**config.mk**
```make
export PLATFORM = sky130hd
export DESIGN_NAME = trip_relay_function_mapper
export DESIGN_NICKNAME = d
export VERILOG_FILES = /design/src/core/relay_map_pkg.sv /design/src/core/trip_relay_function_mapper.sv
export SDC_FILE = /design/constraint.sdc
export NUM_CORES = 1
export LEC_CHECK = 0
export BUFFER_PORTS_ARGS = -buffer_cell sky130_fd_sc_hd__buf_4
export CORE_MARGIN = 2
export CORE_UTILIZATION = 40
export CTS_CLUSTER_SIZE = 30
export DETAILED_ROUTE_END_ITERATION = 10
export SLEW_MARGIN = 20
export SYNTH_ARGS = -nofsm -noshare
export SYNTH_HDL_FRONTEND = slang
export SYNTH_SLANG_ARGS = --single-unit
export TNS_END_PERCENT = 5
```
**constraint.sdc**
```tcl
create_clock -name aclk -period 2.6 [get_ports aclk]
set_clock_uncertainty 0.1 [all_clocks]
set_input_delay 0.39 -clock aclk [delete_from_list [all_inputs] [get_ports aclk]]
set_output_delay 0.39 -clock aclk [all_outputs]
set_load 0.005 [all_outputs]
```
**src/core/relay_map_pkg.sv**
```systemverilog
// Package for the trip relay function mapper: register map, fields, encodings.
// Assumes a 32-bit AXI4-Lite register bus and a single 20 MHz clock.
package relay_map_pkg;

    // ----------------------------------------------------------------
    // Register byte offsets
    // ----------------------------------------------------------------
    localparam logic [7:0] OFF_CTRL = 8'h00;
    localparam logic [7:0] OFF_ONBOARD = 8'h04;
    localparam logic [7:0] OFF_STATUS = 8'h08;
    localparam logic [7:0] OFF_MOD_BASE = 8'h10;

    // Control fields
    localparam int CTRL_PULSE_EN = 0;
    localparam int CTRL_AUTO_RESET = 1;
    localparam int CTRL_ALARM_LOG = 2;
    localparam int CTRL_MOD_EN_LSB = 4;

    // On-board group enables: relay A groups 1,2; B and C groups 1,3
    localparam int GRP_A1 = 0;
    localparam int GRP_A2 = 1;
    localparam int GRP_B1 = 4;
    localparam int GRP_B3 = 6;
    localparam int GRP_C1 = 8;
    localparam int GRP_C3 = 10;
    localparam logic [31:0] ONBOARD_MASK = 32'h0000_0553;

    // ----------------------------------------------------------------
    // Counts and sizes
    // ----------------------------------------------------------------
    localparam int NUM_MODULES = 4;
    localparam int RELAYS_PER_MODULE = 4;
    localparam int NUM_ACC = NUM_MODULES * RELAYS_PER_MODULE;
    localparam int AUTO_RESET_MS = 5000;
    localparam int CLOCK_KHZ = 20000;
    localparam int AUTO_RESET_CYCLES = AUTO_RESET_MS * CLOCK_KHZ;

    // ----------------------------------------------------------------
    // Accessory relay function codes
    // ----------------------------------------------------------------
    typedef enum logic [3:0] {
        FN_OFF = 4'h0,
        FN_POSITION = 4'h1,
        FN_ALARM_MIRROR = 4'h2,
        FN_BELL = 4'h3,
        FN_LINK_OK = 4'h4,
        FN_HEALTH = 4'h5,
        FN_LONG_DELAY = 4'h6,
        FN_SHORT_DELAY = 4'h7,
        FN_IMMEDIATE = 4'h8,
        FN_GROUND = 4'h9,
        FN_HIGH_LOAD = 4'hA,
        FN_GROUND_WARN = 4'hB
    } relay_function_select_t;

    // Protection conditions from the trip core
    typedef struct packed {
        logic long_delay;
        logic short_delay;
        logic immediate;
        logic ground;
        logic other_trip;
    } trip_cond_t;

    typedef struct packed {
        logic high_load;
        logic ground_fault;
        logic [2:0] group;
    } alarm_cond_t;

    typedef struct packed {
        logic green_led;
        logic red_led;
    } led_t;

endpackage

```
**src/core/trip_relay_function_mapper.sv**
```systemverilog
// Trip relay function mapper: on-board relays A/B/C, 16 accessory relays,
// link indicators and event log gating, configured over AXI4-Lite.
// Assumes trip/alarm inputs are synchronous to aclk; pushbutton, breaker
// state and supply-low are asynchronous pins and are synchronised here.
//
// How it works
// A takes groups 1,2; B and C take groups 1,3; pulse only on A
// Pulse enable on A ignores all groups and drives only the pulse
// Several functions may drive one relay, pulse never combines
// Enabled marker per on-board relay when any group is enabled
// Accessory modules are addressed 1 to 4 only
// Four relays per module, each with its own function code
// Function codes cover position, alarm, bell, link, health, trips, warns, off
// Bell relay drives on any protection trip
// Trip-type relays drive only on their own trip type
// Warning relays follow high load or ground fault warning
// Alarm mirror follows relay A alarm groups, never the pulse
// Health relay energised while healthy, drops on fault or low supply
// Link relay picked up while its module answers, drops otherwise
// Device masters the accessory link, green lamp while sending
// Red lamp while sending on the network link
// Alarms reach the event log only when alarm logging is enabled
// Position relay tracks breaker open or closed state
// B and C share manual or auto reset; auto clears within five seconds
// Off relays stay de-energised
// Trip outputs latch until reset clears them
//
// Decided for this implementation: register access over AXI4-Lite and the address map.
`timescale 1ns/1ps
module trip_relay_function_mapper
    import relay_map_pkg::*;
#(
    parameter int AUTO_RESET_COUNT = AUTO_RESET_CYCLES
)
(
    input wire logic aclk,
    input wire logic aresetn,
    input wire logic [7:0] s_axi_awaddr,
    input wire logic s_axi_awvalid,
    output logic s_axi_awready,
    input wire logic [31:0] s_axi_wdata,
    input wire logic [3:0] s_axi_wstrb,
    input wire logic s_axi_wvalid,
    output logic s_axi_wready,
    output logic [1:0] s_axi_bresp,
    output logic s_axi_bvalid,
    input wire logic s_axi_bready,
    input wire logic [7:0] s_axi_araddr,
    input wire logic s_axi_arvalid,
    output logic s_axi_arready,
    output logic [31:0] s_axi_rdata,
    output logic [1:0] s_axi_rresp,
    output logic s_axi_rvalid,
    input wire logic s_axi_rready,
    input wire trip_cond_t trip_in,
    input wire alarm_cond_t alarm_in,
    input wire logic pulse_in,
    input wire logic unit_fault,
    input wire logic supply_low_pin,
    input wire logic breaker_closed_pin,
    input wire logic reset_button_pin,
    input wire logic [NUM_MODULES-1:0] module_comm_ok,
    input wire logic acc_tx_active,
    input wire logic net_tx_active,
    input wire logic trip_event,
    input wire logic alarm_event,
    output logic relay_a,
    output logic relay_b,
    output logic relay_c,
    output logic [2:0] relay_enabled_marker,
    output logic [NUM_ACC-1:0] acc_relay,
    output led_t leds,
    output logic log_write
);

    // ----------------------------------------------------------------
    // State
    // ----------------------------------------------------------------
    typedef struct packed {
        logic awready;
        logic wready;
        logic bvalid;
        logic [1:0] bresp;
        logic arready;
        logic rvalid;
        logic [1:0] rresp;
        logic [31:0] rdata;
        logic aw_held;
        logic [7:0] aw_addr;
        logic w_held;
        logic [31:0] w_data;
        logic [3:0] w_strb;
        logic [31:0] ctrl;
        logic [31:0] onboard;
        logic [NUM_ACC*4-1:0] func;
        trip_cond_t trip_latch;
        logic bc_latch;
        logic [31:0] auto_cnt;
        logic [2:0] s_low;
        logic [2:0] s_closed;
        logic [2:0] s_button;
        logic supply_low;
        logic closed;
        logic button;
        logic button_q;
        logic ra;
        logic rb;
        logic rc;
        logic [2:0] marker;
        logic [NUM_ACC-1:0] acc;
        led_t leds;
        logic log_wr;
    } state_t;

    state_t state_r;
    state_t state_nxt;
    logic any_trip;
    logic a_alarm;
    logic clear_req;
    logic [NUM_ACC-1:0] acc_drive;
    logic [7:0] rd_addr;
    logic [4:0] mod_idx;

    // ----------------------------------------------------------------
    // Accessory relay drive, one per relay
    // ----------------------------------------------------------------
    assign any_trip = |state_r.trip_latch;
    // Relay A alarm assignment: alarm groups 1 and 2 as enabled
    assign a_alarm = (alarm_in.group[0] & state_r.onboard[GRP_A1])
        | (alarm_in.group[1] & state_r.onboard[GRP_A2]);

    genvar gi;
    generate
        for (gi = 0; gi < NUM_ACC; gi++)
        begin : g_acc
            relay_function_select_t fsel;
            logic mod_on;
            logic drv;
            assign fsel = relay_function_select_t'(state_r.func[gi*4 +: 4]);
            // One process per bit would give the vector many drivers; each drives its own net
            assign acc_drive[gi] = drv;
            // Module enable
            assign mod_on = state_r.ctrl[CTRL_MOD_EN_LSB + gi / RELAYS_PER_MODULE];
            always_comb
            begin
                // Function decode
                case (fsel)
                    // Follow breaker
                    FN_POSITION: drv = state_r.closed;
                    // Mirror relay A alarms
                    FN_ALARM_MIRROR: drv = a_alarm;
                    // Any trip
                    FN_BELL: drv = any_trip;
                    // Module link integrity
                    FN_LINK_OK: drv = module_comm_ok[gi / RELAYS_PER_MODULE];
                    // Healthy unit
                    FN_HEALTH: drv = ~unit_fault & ~state_r.supply_low;
                    // Trip-specific
                    FN_LONG_DELAY: drv = state_r.trip_latch.long_delay;
                    FN_SHORT_DELAY: drv = state_r.trip_latch.short_delay;
                    FN_IMMEDIATE: drv = state_r.trip_latch.immediate;
                    FN_GROUND: drv = state_r.trip_latch.ground;
                    // Warnings
                    FN_HIGH_LOAD: drv = alarm_in.high_load;
                    FN_GROUND_WARN: drv = alarm_in.ground_fault;
                    // Off stays dropped
                    default: drv = 1'b0;
                endcase
                if (!mod_on)
                begin
                    drv = 1'b0;
                end
            end
        end
    endgenerate

    // ----------------------------------------------------------------
    // Next state
    // ----------------------------------------------------------------
    always_comb
    begin
        state_nxt = state_r;
        rd_addr = 8'h00;
        mod_idx = 5'h00;
        clear_req = 1'b0;

        // Pins pass three stages; a change counts when stages two and three agree
        state_nxt.s_low = {state_r.s_low[1:0], supply_low_pin};
        state_nxt.s_closed = {state_r.s_closed[1:0], breaker_closed_pin};
        state_nxt.s_button = {state_r.s_button[1:0], reset_button_pin};
        if (state_r.s_low[2] == state_r.s_low[1])
        begin
            state_nxt.supply_low = state_r.s_low[2];
        end
        if (state_r.s_closed[2] == state_r.s_closed[1])
        begin
            state_nxt.closed = state_r.s_closed[2];
        end
        if (state_r.s_button[2] == state_r.s_button[1])
        begin
            state_nxt.button = state_r.s_button[2];
        end
        state_nxt.button_q = state_r.button;

        // AXI write: address and data taken in either order
        if (s_axi_awvalid && state_r.awready)
        begin
            state_nxt.aw_held = 1'b1;
            state_nxt.aw_addr = s_axi_awaddr;
            state_nxt.awready = 1'b0;
        end
        if (s_axi_wvalid && state_r.wready)
        begin
            state_nxt.w_held = 1'b1;
            state_nxt.w_data = s_axi_wdata;
            state_nxt.w_strb = s_axi_wstrb;
            state_nxt.wready = 1'b0;
        end
        if (state_r.aw_held && state_r.w_held && !state_r.bvalid)
        begin
            state_nxt.aw_held = 1'b0;
            state_nxt.w_held = 1'b0;
            state_nxt.bvalid = 1'b1;
            state_nxt.bresp = 2'h0;
            if (state_r.aw_addr[7:2] == OFF_CTRL[7:2])
            begin
                state_nxt.ctrl = state_r.w_data & 32'h0000_00F7;
            end
            else if (state_r.aw_addr[7:2] == OFF_ONBOARD[7:2])
            begin
                // Only legal groups are stored
                state_nxt.onboard = state_r.w_data & ONBOARD_MASK;
            end
            else if (state_r.aw_addr[7:4] == OFF_MOD_BASE[7:4])
            begin
                // One code per relay, any mix allowed
                mod_idx = {3'h0, state_r.aw_addr[3:2]};
                state_nxt.func[mod_idx*16 +: 16] = state_r.w_data[15:0];
            end
            else
            begin
                state_nxt.bresp = 2'h2;
            end
        end
        if (state_r.bvalid && s_axi_bready)
        begin
            state_nxt.bvalid = 1'b0;
            state_nxt.awready = 1'b1;
            state_nxt.wready = 1'b1;
        end

        // AXI read
        if (s_axi_arvalid && state_r.arready)
        begin
            state_nxt.arready = 1'b0;
            state_nxt.rvalid = 1'b1;
            state_nxt.rresp = 2'h0;
            rd_addr = s_axi_araddr;
            if (rd_addr[7:2] == OFF_CTRL[7:2])
            begin
                state_nxt.rdata = state_r.ctrl;
            end
            else if (rd_addr[7:2] == OFF_ONBOARD[7:2])
            begin
                state_nxt.rdata = state_r.onboard;
            end
            else if (rd_addr[7:2] == OFF_STATUS[7:2])
            begin
                state_nxt.rdata = {state_r.acc, 5'h00, state_r.marker,
                    state_r.rc, state_r.rb, state_r.ra, state_r.trip_latch};
            end
            else if (rd_addr[7:4] == OFF_MOD_BASE[7:4])
            begin
                mod_idx = {3'h0, rd_addr[3:2]};
                state_nxt.rdata = {16'h0000, state_r.func[mod_idx*16 +: 16]};
            end
            else
            begin
                state_nxt.rdata = 32'h0000_0000;
                state_nxt.rresp = 2'h2;
            end
        end
        if (state_r.rvalid && s_axi_rready)
        begin
            state_nxt.rvalid = 1'b0;
            state_nxt.arready = 1'b1;
        end

        // Manual clear on button press, auto clear after the delay
        if (state_r.button && !state_r.button_q)
        begin
            clear_req = 1'b1;
        end
        if (state_r.ctrl[CTRL_AUTO_RESET] && state_r.bc_latch)
        begin
            if (state_r.auto_cnt >= AUTO_RESET_COUNT - 1)
            begin
                clear_req = 1'b1;
            end
            else
            begin
                state_nxt.auto_cnt = state_r.auto_cnt + 32'h0000_0001;
            end
        end
        // Trips latch; a new trip wins over the clear
        if (clear_req)
        begin
            state_nxt.trip_latch = trip_in;
            state_nxt.bc_latch = |trip_in;
            state_nxt.auto_cnt = 32'h0000_0000;
        end
        else
        begin
            state_nxt.trip_latch = state_r.trip_latch | trip_in;
            state_nxt.bc_latch = state_r.bc_latch | (|trip_in);
        end

        // Pulse dedicates relay A; never mixed with groups
        if (state_r.ctrl[CTRL_PULSE_EN])
        begin
            state_nxt.ra = pulse_in;
        end
        else
        begin
            state_nxt.ra = a_alarm;
        end
        // B and C: group 1 trip latch, group 3 alarm group 3
        state_nxt.rb = (state_r.onboard[GRP_B1] & state_r.bc_latch)
            | (state_r.onboard[GRP_B3] & alarm_in.group[2]);
        state_nxt.rc = (state_r.onboard[GRP_C1] & state_r.bc_latch)
            | (state_r.onboard[GRP_C3] & alarm_in.group[2]);
        // Enabled markers
        state_nxt.marker[0] = state_r.ctrl[CTRL_PULSE_EN]
            | state_r.onboard[GRP_A1] | state_r.onboard[GRP_A2];
        state_nxt.marker[1] = state_r.onboard[GRP_B1] | state_r.onboard[GRP_B3];
        state_nxt.marker[2] = state_r.onboard[GRP_C1] | state_r.onboard[GRP_C3];
        state_nxt.acc = acc_drive;

        // Green lamp on accessory transmit
        state_nxt.leds.green_led = acc_tx_active;
        // Red lamp on network transmit
        state_nxt.leds.red_led = net_tx_active;
        // Alarm events logged only when enabled
        state_nxt.log_wr = trip_event | (alarm_event & state_r.ctrl[CTRL_ALARM_LOG]);
    end

    // ----------------------------------------------------------------
    // Registers; ready signals come up one cycle after reset
    // ----------------------------------------------------------------
    always_ff @(posedge aclk)
    begin
        if (!aresetn)
        begin
            state_r <= '0;
        end
        else
        begin
            state_r <= state_nxt;
            if (!state_r.awready && !state_r.aw_held && !state_r.bvalid && !state_r.w_held
                && !state_r.wready)
            begin
                state_r.awready <= 1'b1;
                state_r.wready <= 1'b1;
            end
            if (!state_r.arready && !state_r.rvalid)
            begin
                state_r.arready <= 1'b1;
            end
        end
    end

    assign s_axi_awready = state_r.awready;
    assign s_axi_wready = state_r.wready;
    assign s_axi_bresp = state_r.bresp;
    assign s_axi_bvalid = state_r.bvalid;
    assign s_axi_arready = state_r.arready;
    assign s_axi_rdata = state_r.rdata;
    assign s_axi_rresp = state_r.rresp;
    assign s_axi_rvalid = state_r.rvalid;
    assign relay_a = state_r.ra;
    assign relay_b = state_r.rb;
    assign relay_c = state_r.rc;
    assign relay_enabled_marker = state_r.marker;
    assign acc_relay = state_r.acc;
    assign leds = state_r.leds;
    assign log_write = state_r.log_wr;

endmodule // trip_relay_function_mapper

```
After elaboration in Yosys (flattened, before gate mapping)
Index checks and enable logic that the tools add are counted.
{ "classes": {"addsub": 2, "mul": 0, "div": 0, "order_cmp": 1, "n_eq_ne": 184, "shifts": 3, "mux": 41, "n_bitwise": 24, "reduce_logical": 41} }
{ "op_table": {"columns": ["operator", "n"], "rows": [
  ["4-bit by 3-bit == test with 1-bit output, second input constant", 64],
  ["4-bit == test, second input constant", 64],
  ["1-bit one-hot mux with 11 select lines", 16],
  ["4-bit by 2-bit == test with 1-bit output, second input constant", 32],
  ["32-bit two-way mux", 3],
  ["4-bit by 1-bit == test with 1-bit output, second input constant", 18],
  ["64-bit bitwise mux", 1],
  ["16-bit by 34-bit variable shift with 64-bit output, first input constant", 1],
  ["16-bit by 34-bit indexed part select with 64-bit output", 1],
  ["64-bit by 7-bit indexed part select with 16-bit output", 1],
  ["36-bit two-way mux", 1],
  ["6-bit negator with 34-bit output", 1],
  ["32-bit by 1-bit adder with 32-bit output, second input constant", 1],
  ["32-bit by 27-bit >= comparator with 1-bit output, second input constant", 1],
  ["2-bit two-way mux", 9],
  ["16-bit two-way mux", 1],
  ["1-bit logical AND", 14],
  ["6-bit by 1-bit == test with 1-bit output, second input constant", 2],
  ["6-bit zero test", 2],
  ["2-bit AND reduction", 6],
  ["5-bit OR reduction", 2],
  ["1-bit OR", 9],
  ["3-bit nonzero test", 3],
  ["1-bit AND", 8],
  ["11 further kinds", 35]
]} }
{ "word_totals": {"regBits": 220, "latchBits": 0, "mem_bits_rw": 0, "romBits": 0, "input_bits": 82, "word_cells": 336, "memories": 0} }

Longest topological paths before layout
{ "logic_depth": {"word_depth": 8, "mapped_depth": 9, "mapped_depth_nobuf": 7} }

Worst setup path after synthesis
Ideal clock, no wire load.
{ "synth_path": {"kind": "register -> register", "startpoint": "register state_r[38] in the netlist's numbering", "endpoint": "register state_r[72] in the netlist's numbering", "setup_ns": 0.117, "arrival_time_ns": 2.103, "slack_ns": 0.280, "stages_incl_launch_ff": 10, "n_path_buf": 2, "synth_period_minus_slack_ns": 2.320, "cell_sequence": "dfxtp_1 ha_1 nand3_2 or3_4 a31o_4 and3_1 buf_6 o21a_1 buf_6 a22o_1"} }
{ "synth_via": {"elab_chain_len": 4} }
{ "synth_lines": {"columns": ["item", "line_no", "text"], "rows": [
  ["start: declaration", "trip_relay_function_mapper.sv:115", "state_t state_r;"],
  ["start signal: assignment", "trip_relay_function_mapper.sv:358", "state_r <= state_nxt;"],
  ["32-bit by 27-bit >= comparator with 1-bit output", "trip_relay_function_mapper.sv:296", "if (state_r.auto_cnt >= AUTO_RESET_COUNT - 1)"],
  ["1-bit two-way mux", "trip_relay_function_mapper.sv:296", null],
  ["1-bit two-way mux", "trip_relay_function_mapper.sv:294", "if (state_r.ctrl[CTRL_AUTO_RESET] && state_r.bc_latch)"],
  ["6-bit two-way mux", "trip_relay_function_mapper.sv:306", "if (clear_req)"]
]} }
Every way passes these cells.
A chain may end at the register's enable or synchronous reset.

Worst setup path after layout
{ "layout_path": {"startpoint": "register state_r[39] in the netlist's numbering", "endpoint": "register state_r[68] in the netlist's numbering"} }
{ "layout_via": {"elab_chain_len": 4, "word_cells_on_any_way": 7, "cone_classes": "add/sub: 1; order compare: 1; mux: 2; bitwise: 1; reduce/logical: 2"} }
{ "layout_lines": {"columns": ["item", "line_no"], "rows": [
  ["32-bit by 27-bit >= comparator with 1-bit output", "trip_relay_function_mapper.sv:296"],
  ["1-bit two-way mux", "trip_relay_function_mapper.sv:296"],
  ["1-bit two-way mux", "trip_relay_function_mapper.sv:294"],
  ["2-bit OR reduction (no source line)", null]
]} }
Parallel ways exist; a longest one is shown, timed or not.

==> flow_summary.json <==
{
  "hp-class": "in -> reg",
  "cp.arrival_ns": 2.74,
  "cp_max_fo": 11,
  "synth-edff-count": 0,
  "synthAdderAreaFrac_pct": 3.75,
  "overflow": 0,
  "fill_cells": 2744,
  "grt_use_total_pct": 21.2,
  "path_depth": 7,
  "cts_tree": "built",
  "dieWidth_microns": 172,
  "synth_top_area_share_pct": 38.1,
  "peakVddDrop_v": 0.000425,
  "crit_end": "state_r[68]",
  "synth_area_leaders": "dfxtp_1 (38%), mux4_2 (9.5%), a21boi_0 (7.2%), nand2_1 (5.4%), nand3_1 (4.5%)",
  "p_clk_share_pct": 45.7,
  "postRouteWirelength_microns": 31500,
  "ys.flop_type": "dfxtp_1",
  "drt_first_pass_iters": 6,
  "synth_common_cells": "dfxtp_1 (216), nand2_1 (162), a21boi_0 (109)",
  "numCtsBuffers": 25,
  "ctsLongestPathBuffers": 3,
  "place_congestion": 0.889,
  "diodes": 0,
  "grt_pass1_wl_microns": 49600,
  "relSlewSlack_pct": 40.6,
  "syn_area_sq_um": 11300,
  "worstPathRequired_ns": 2.91,
  "finalSetupViolations": 0,
  "rrSetupSlack_ns": 0.17,
  "clk_pin_slew_ns": 0.06,
  "seqPwrFrac_pct": 46.3,
  "p_comb_share_pct": 8.1,
  "r2r-start": "state_r[39]",
  "grt_max_degree": 83,
  "end_kind": "register",
  "drive_above_1_share_pct": 20.1,
  "num-nets-final": 1407,
  "finalMaxSlewViolations": 0,
  "dp.final_hpwl_microns": 22400,
  "path_class": "reg -> reg",
  "slowest_stage": "or3_4",
  "cts_sinks": 216,
  "muxShareOfSynthArea_pct": 11.4,
  "routed_via_density": 5.60,
  "swShare_pct": 23.9,
  "final_core_util_pct": 47.0,
  "yosysWarnings": 0,
  "insertion_delay_ns": 0.53,
  "async_flop_share_pct": 0,
  "tns_ns": 0,
  "yosysSeqAreaShare_pct": 38.1,
  "internal-power_mw": 5.73,
  "synth_seq_cells": 216,
  "ctsResizeCount": 0,
  "cap_violations": 0,
  "hold_viol_final": 0,
  "num_rows": 61,
  "die_area_sq_um": 29700,
  "initial_core_util_pct": 40.7,
  "finalCritPeriodShare_pct": 93.5,
  "critPathMaxStageDelay_ns": 0.42,
  "grt_pass1_vias": 9007,
  "run_status": "finished, final reports clean",
  "drtAntennaViolNets": 0,
  "cts-htree-levels": 1,
  "reg2reg_to": "state_r[68]",
  "grt_antenna_before_repair": 0,
  "fmax_mhz": 411,
  "crit_family": "simple AND/OR/NAND/NOR gates",
  "synthToLayoutAreaGrowth_pct": 15.5,
  "placed_area_sq_um": 12200,
  "max_slew.worst_pin.slew_ns": 0.890,
  "drc_errors": 0,
  "synth_cells": 1247,
  "reg2regPathDepth": 7,
  "drt_iter0_markers": 811,
  "clock_tree.root_cell": "clkbuf_16",
  "synthXorXnorAreaFrac_pct": 0.540,
  "crit_chain": "ha_1 -> nand3_2 -> or3_4 -> a31o_4 -> and3_1 -> o21a_1 -> and2_1",
  "switchingPower_mw": 1.80,
  "coreArea_sq_um": 27900,
  "io_pins": 148,
  "die_y_microns": 172,
  "crit_path_start_kind": "register",
  "yosysTopAreaCell": "dfxtp_1",
  "final_area_sq_um": 13100,
  "routedWlPerCell_microns": 18.7,
  "whs_path_depth": 2,
  "avgSynthCellArea_sq_um": 9.10,
  "path_buf_inv": 0,
  "crit_path_start": "state_r[39]",
  "p_leak_nw": 4.83,
  "synth_compound_area_share_pct": 16.8,
  "portBuffers": 121,
  "vias": 9426,
  "synth_cell_types": 57,
  "synth.most_common_cell": "dfxtp_1",
  "min_period_ns": 2.43,
  "synth_top_family_by_area": "simple AND/OR/NAND/NOR gates",
  "rsz0062_at_grt": "false",
  "power.density_nw_per_um2": 574,
  "synthSimpleGateAreaFrac_pct": 21.4
}
## cell families after synthesis
kind of cell    Yosys count
buf+inv                 174
mux                      69
other cells               1
fa+ha+maj                34
flops                   216
xor+xnor                  7
simple gates            487
compound gates          259
## how the worst min path moves through the flow
stage | slack [ns] | end | start
2_1_floorplan | 0.31 | state_nxt[31] | state_nxt[30]
3_3_place_gp | 0.32 | state_nxt[31] | state_nxt[30]
3_5_place_dp | 0.32 | state_nxt[37] | state_nxt[36]
4_1_cts | 0.0004 | state_r[73] | trip_in[2]
5_1_grt | 0.008 | state_r[73] | trip_in[2]
6_report | 0.01 | state_r[73] | trip_in[2]
## placed cells by master, fill, tap and decap left out, types with 5 or more instances in the layout
cell type,n
a21boi_0,109
a21o_1,10
a21oi_1,44
a221oi_1,9
a222oi_1,18
a22o_1,8
a22oi_1,8
a32oi_1,5
and2_1,24
and3_1,12
buf_4,153
clkbuf_1,5
clkbuf_16,25
clkinv_2,5
dfxtp_1,216
dlygate4sd3_1,10
ha_1,34
inv_1,25
mux2_2,5
mux2i_1,16
mux4_2,48
nand2_1,162
nand2b_1,12
nand3_1,103
nand4_1,9
nor2_1,51
nor2b_1,26
nor3_1,21
nor3b_1,21
nor4_1,10
o211a_1,7
o21a_1,16
o21ai_0,14
or2_2,9
or4_1,8
xnor2_1,6
## through the flow
step	hold WS [ns]	setup slack, ns	instances	total power, mW
final	0.0115	0.169	1684	7.53
after global routing	0.00842	0.0309	1684	7.81
after CTS	0.000363	0.143	1684	7.60
after detailed placement	0.319	0.148	1632	4.15
after global placement	0.318	0.193	1632	4.14
after floorplan	0.312	0.280	1248	3.88
## power by group through the flow
stage	combinational [mW]	clock (mW)	sequential, mW
global placement	0.591	0	3.55
finish	0.609	3.44	3.48
CTS	0.611	3.51	3.48
detailed placement	0.597	0	3.55
floorplan	0.366	0	3.51
global route	0.663	3.65	3.49
## metal layers
metal	vias to the layer above	track usage [%]	routed length, microns	share of wire [%]
met1	4507	29.1	14300	45
met2	363	33.3	13900	44
li1	4502	-	-	-
met3	54	4.35	2620	8.3
met5	-	0	0	0
met4	0	6.87	750	2.4
## sequential cells by signal, indices dropped and copies added (netlist names)
name	count
relay_b	1
s_axi_bresp	1
s_axi_arready	1
g_acc.mod_on	4
g_acc.fsel	64
s_axi_rdata	32
s_axi_rresp	1
s_axi_rvalid	1
acc_relay	16
s_axi_bvalid	1
state_nxt	7
relay_a	1
s_axi_awready	1
s_axi_wready	1
state_r	77
relay_c	1
leds	2
log_write	1
relay_enabled_marker	3
## layout make-up
class | count | area (sq um) | share of cell area (%)
Tap cell | 378 | 473 | 3.61
Clock inverter | 8 | 93.8 | 0.716
Clock buffer | 34 | 699 | 5.34
Sequential cell | 216 | 4320 | 33.0
Inverter | 25 | 93.8 | 0.716
Timing Repair Buffer | 165 | 1290 | 9.83
Multi-Input combinational cell | 858 | 6130 | 46.8
## repair_timing
item                      4_1_cts  5_1_grt
hold endpoints to repair       10        0
setup buffers                   0        0
hold buffers                   10        0
Note: power is estimated with default switching activity, not from simulation.
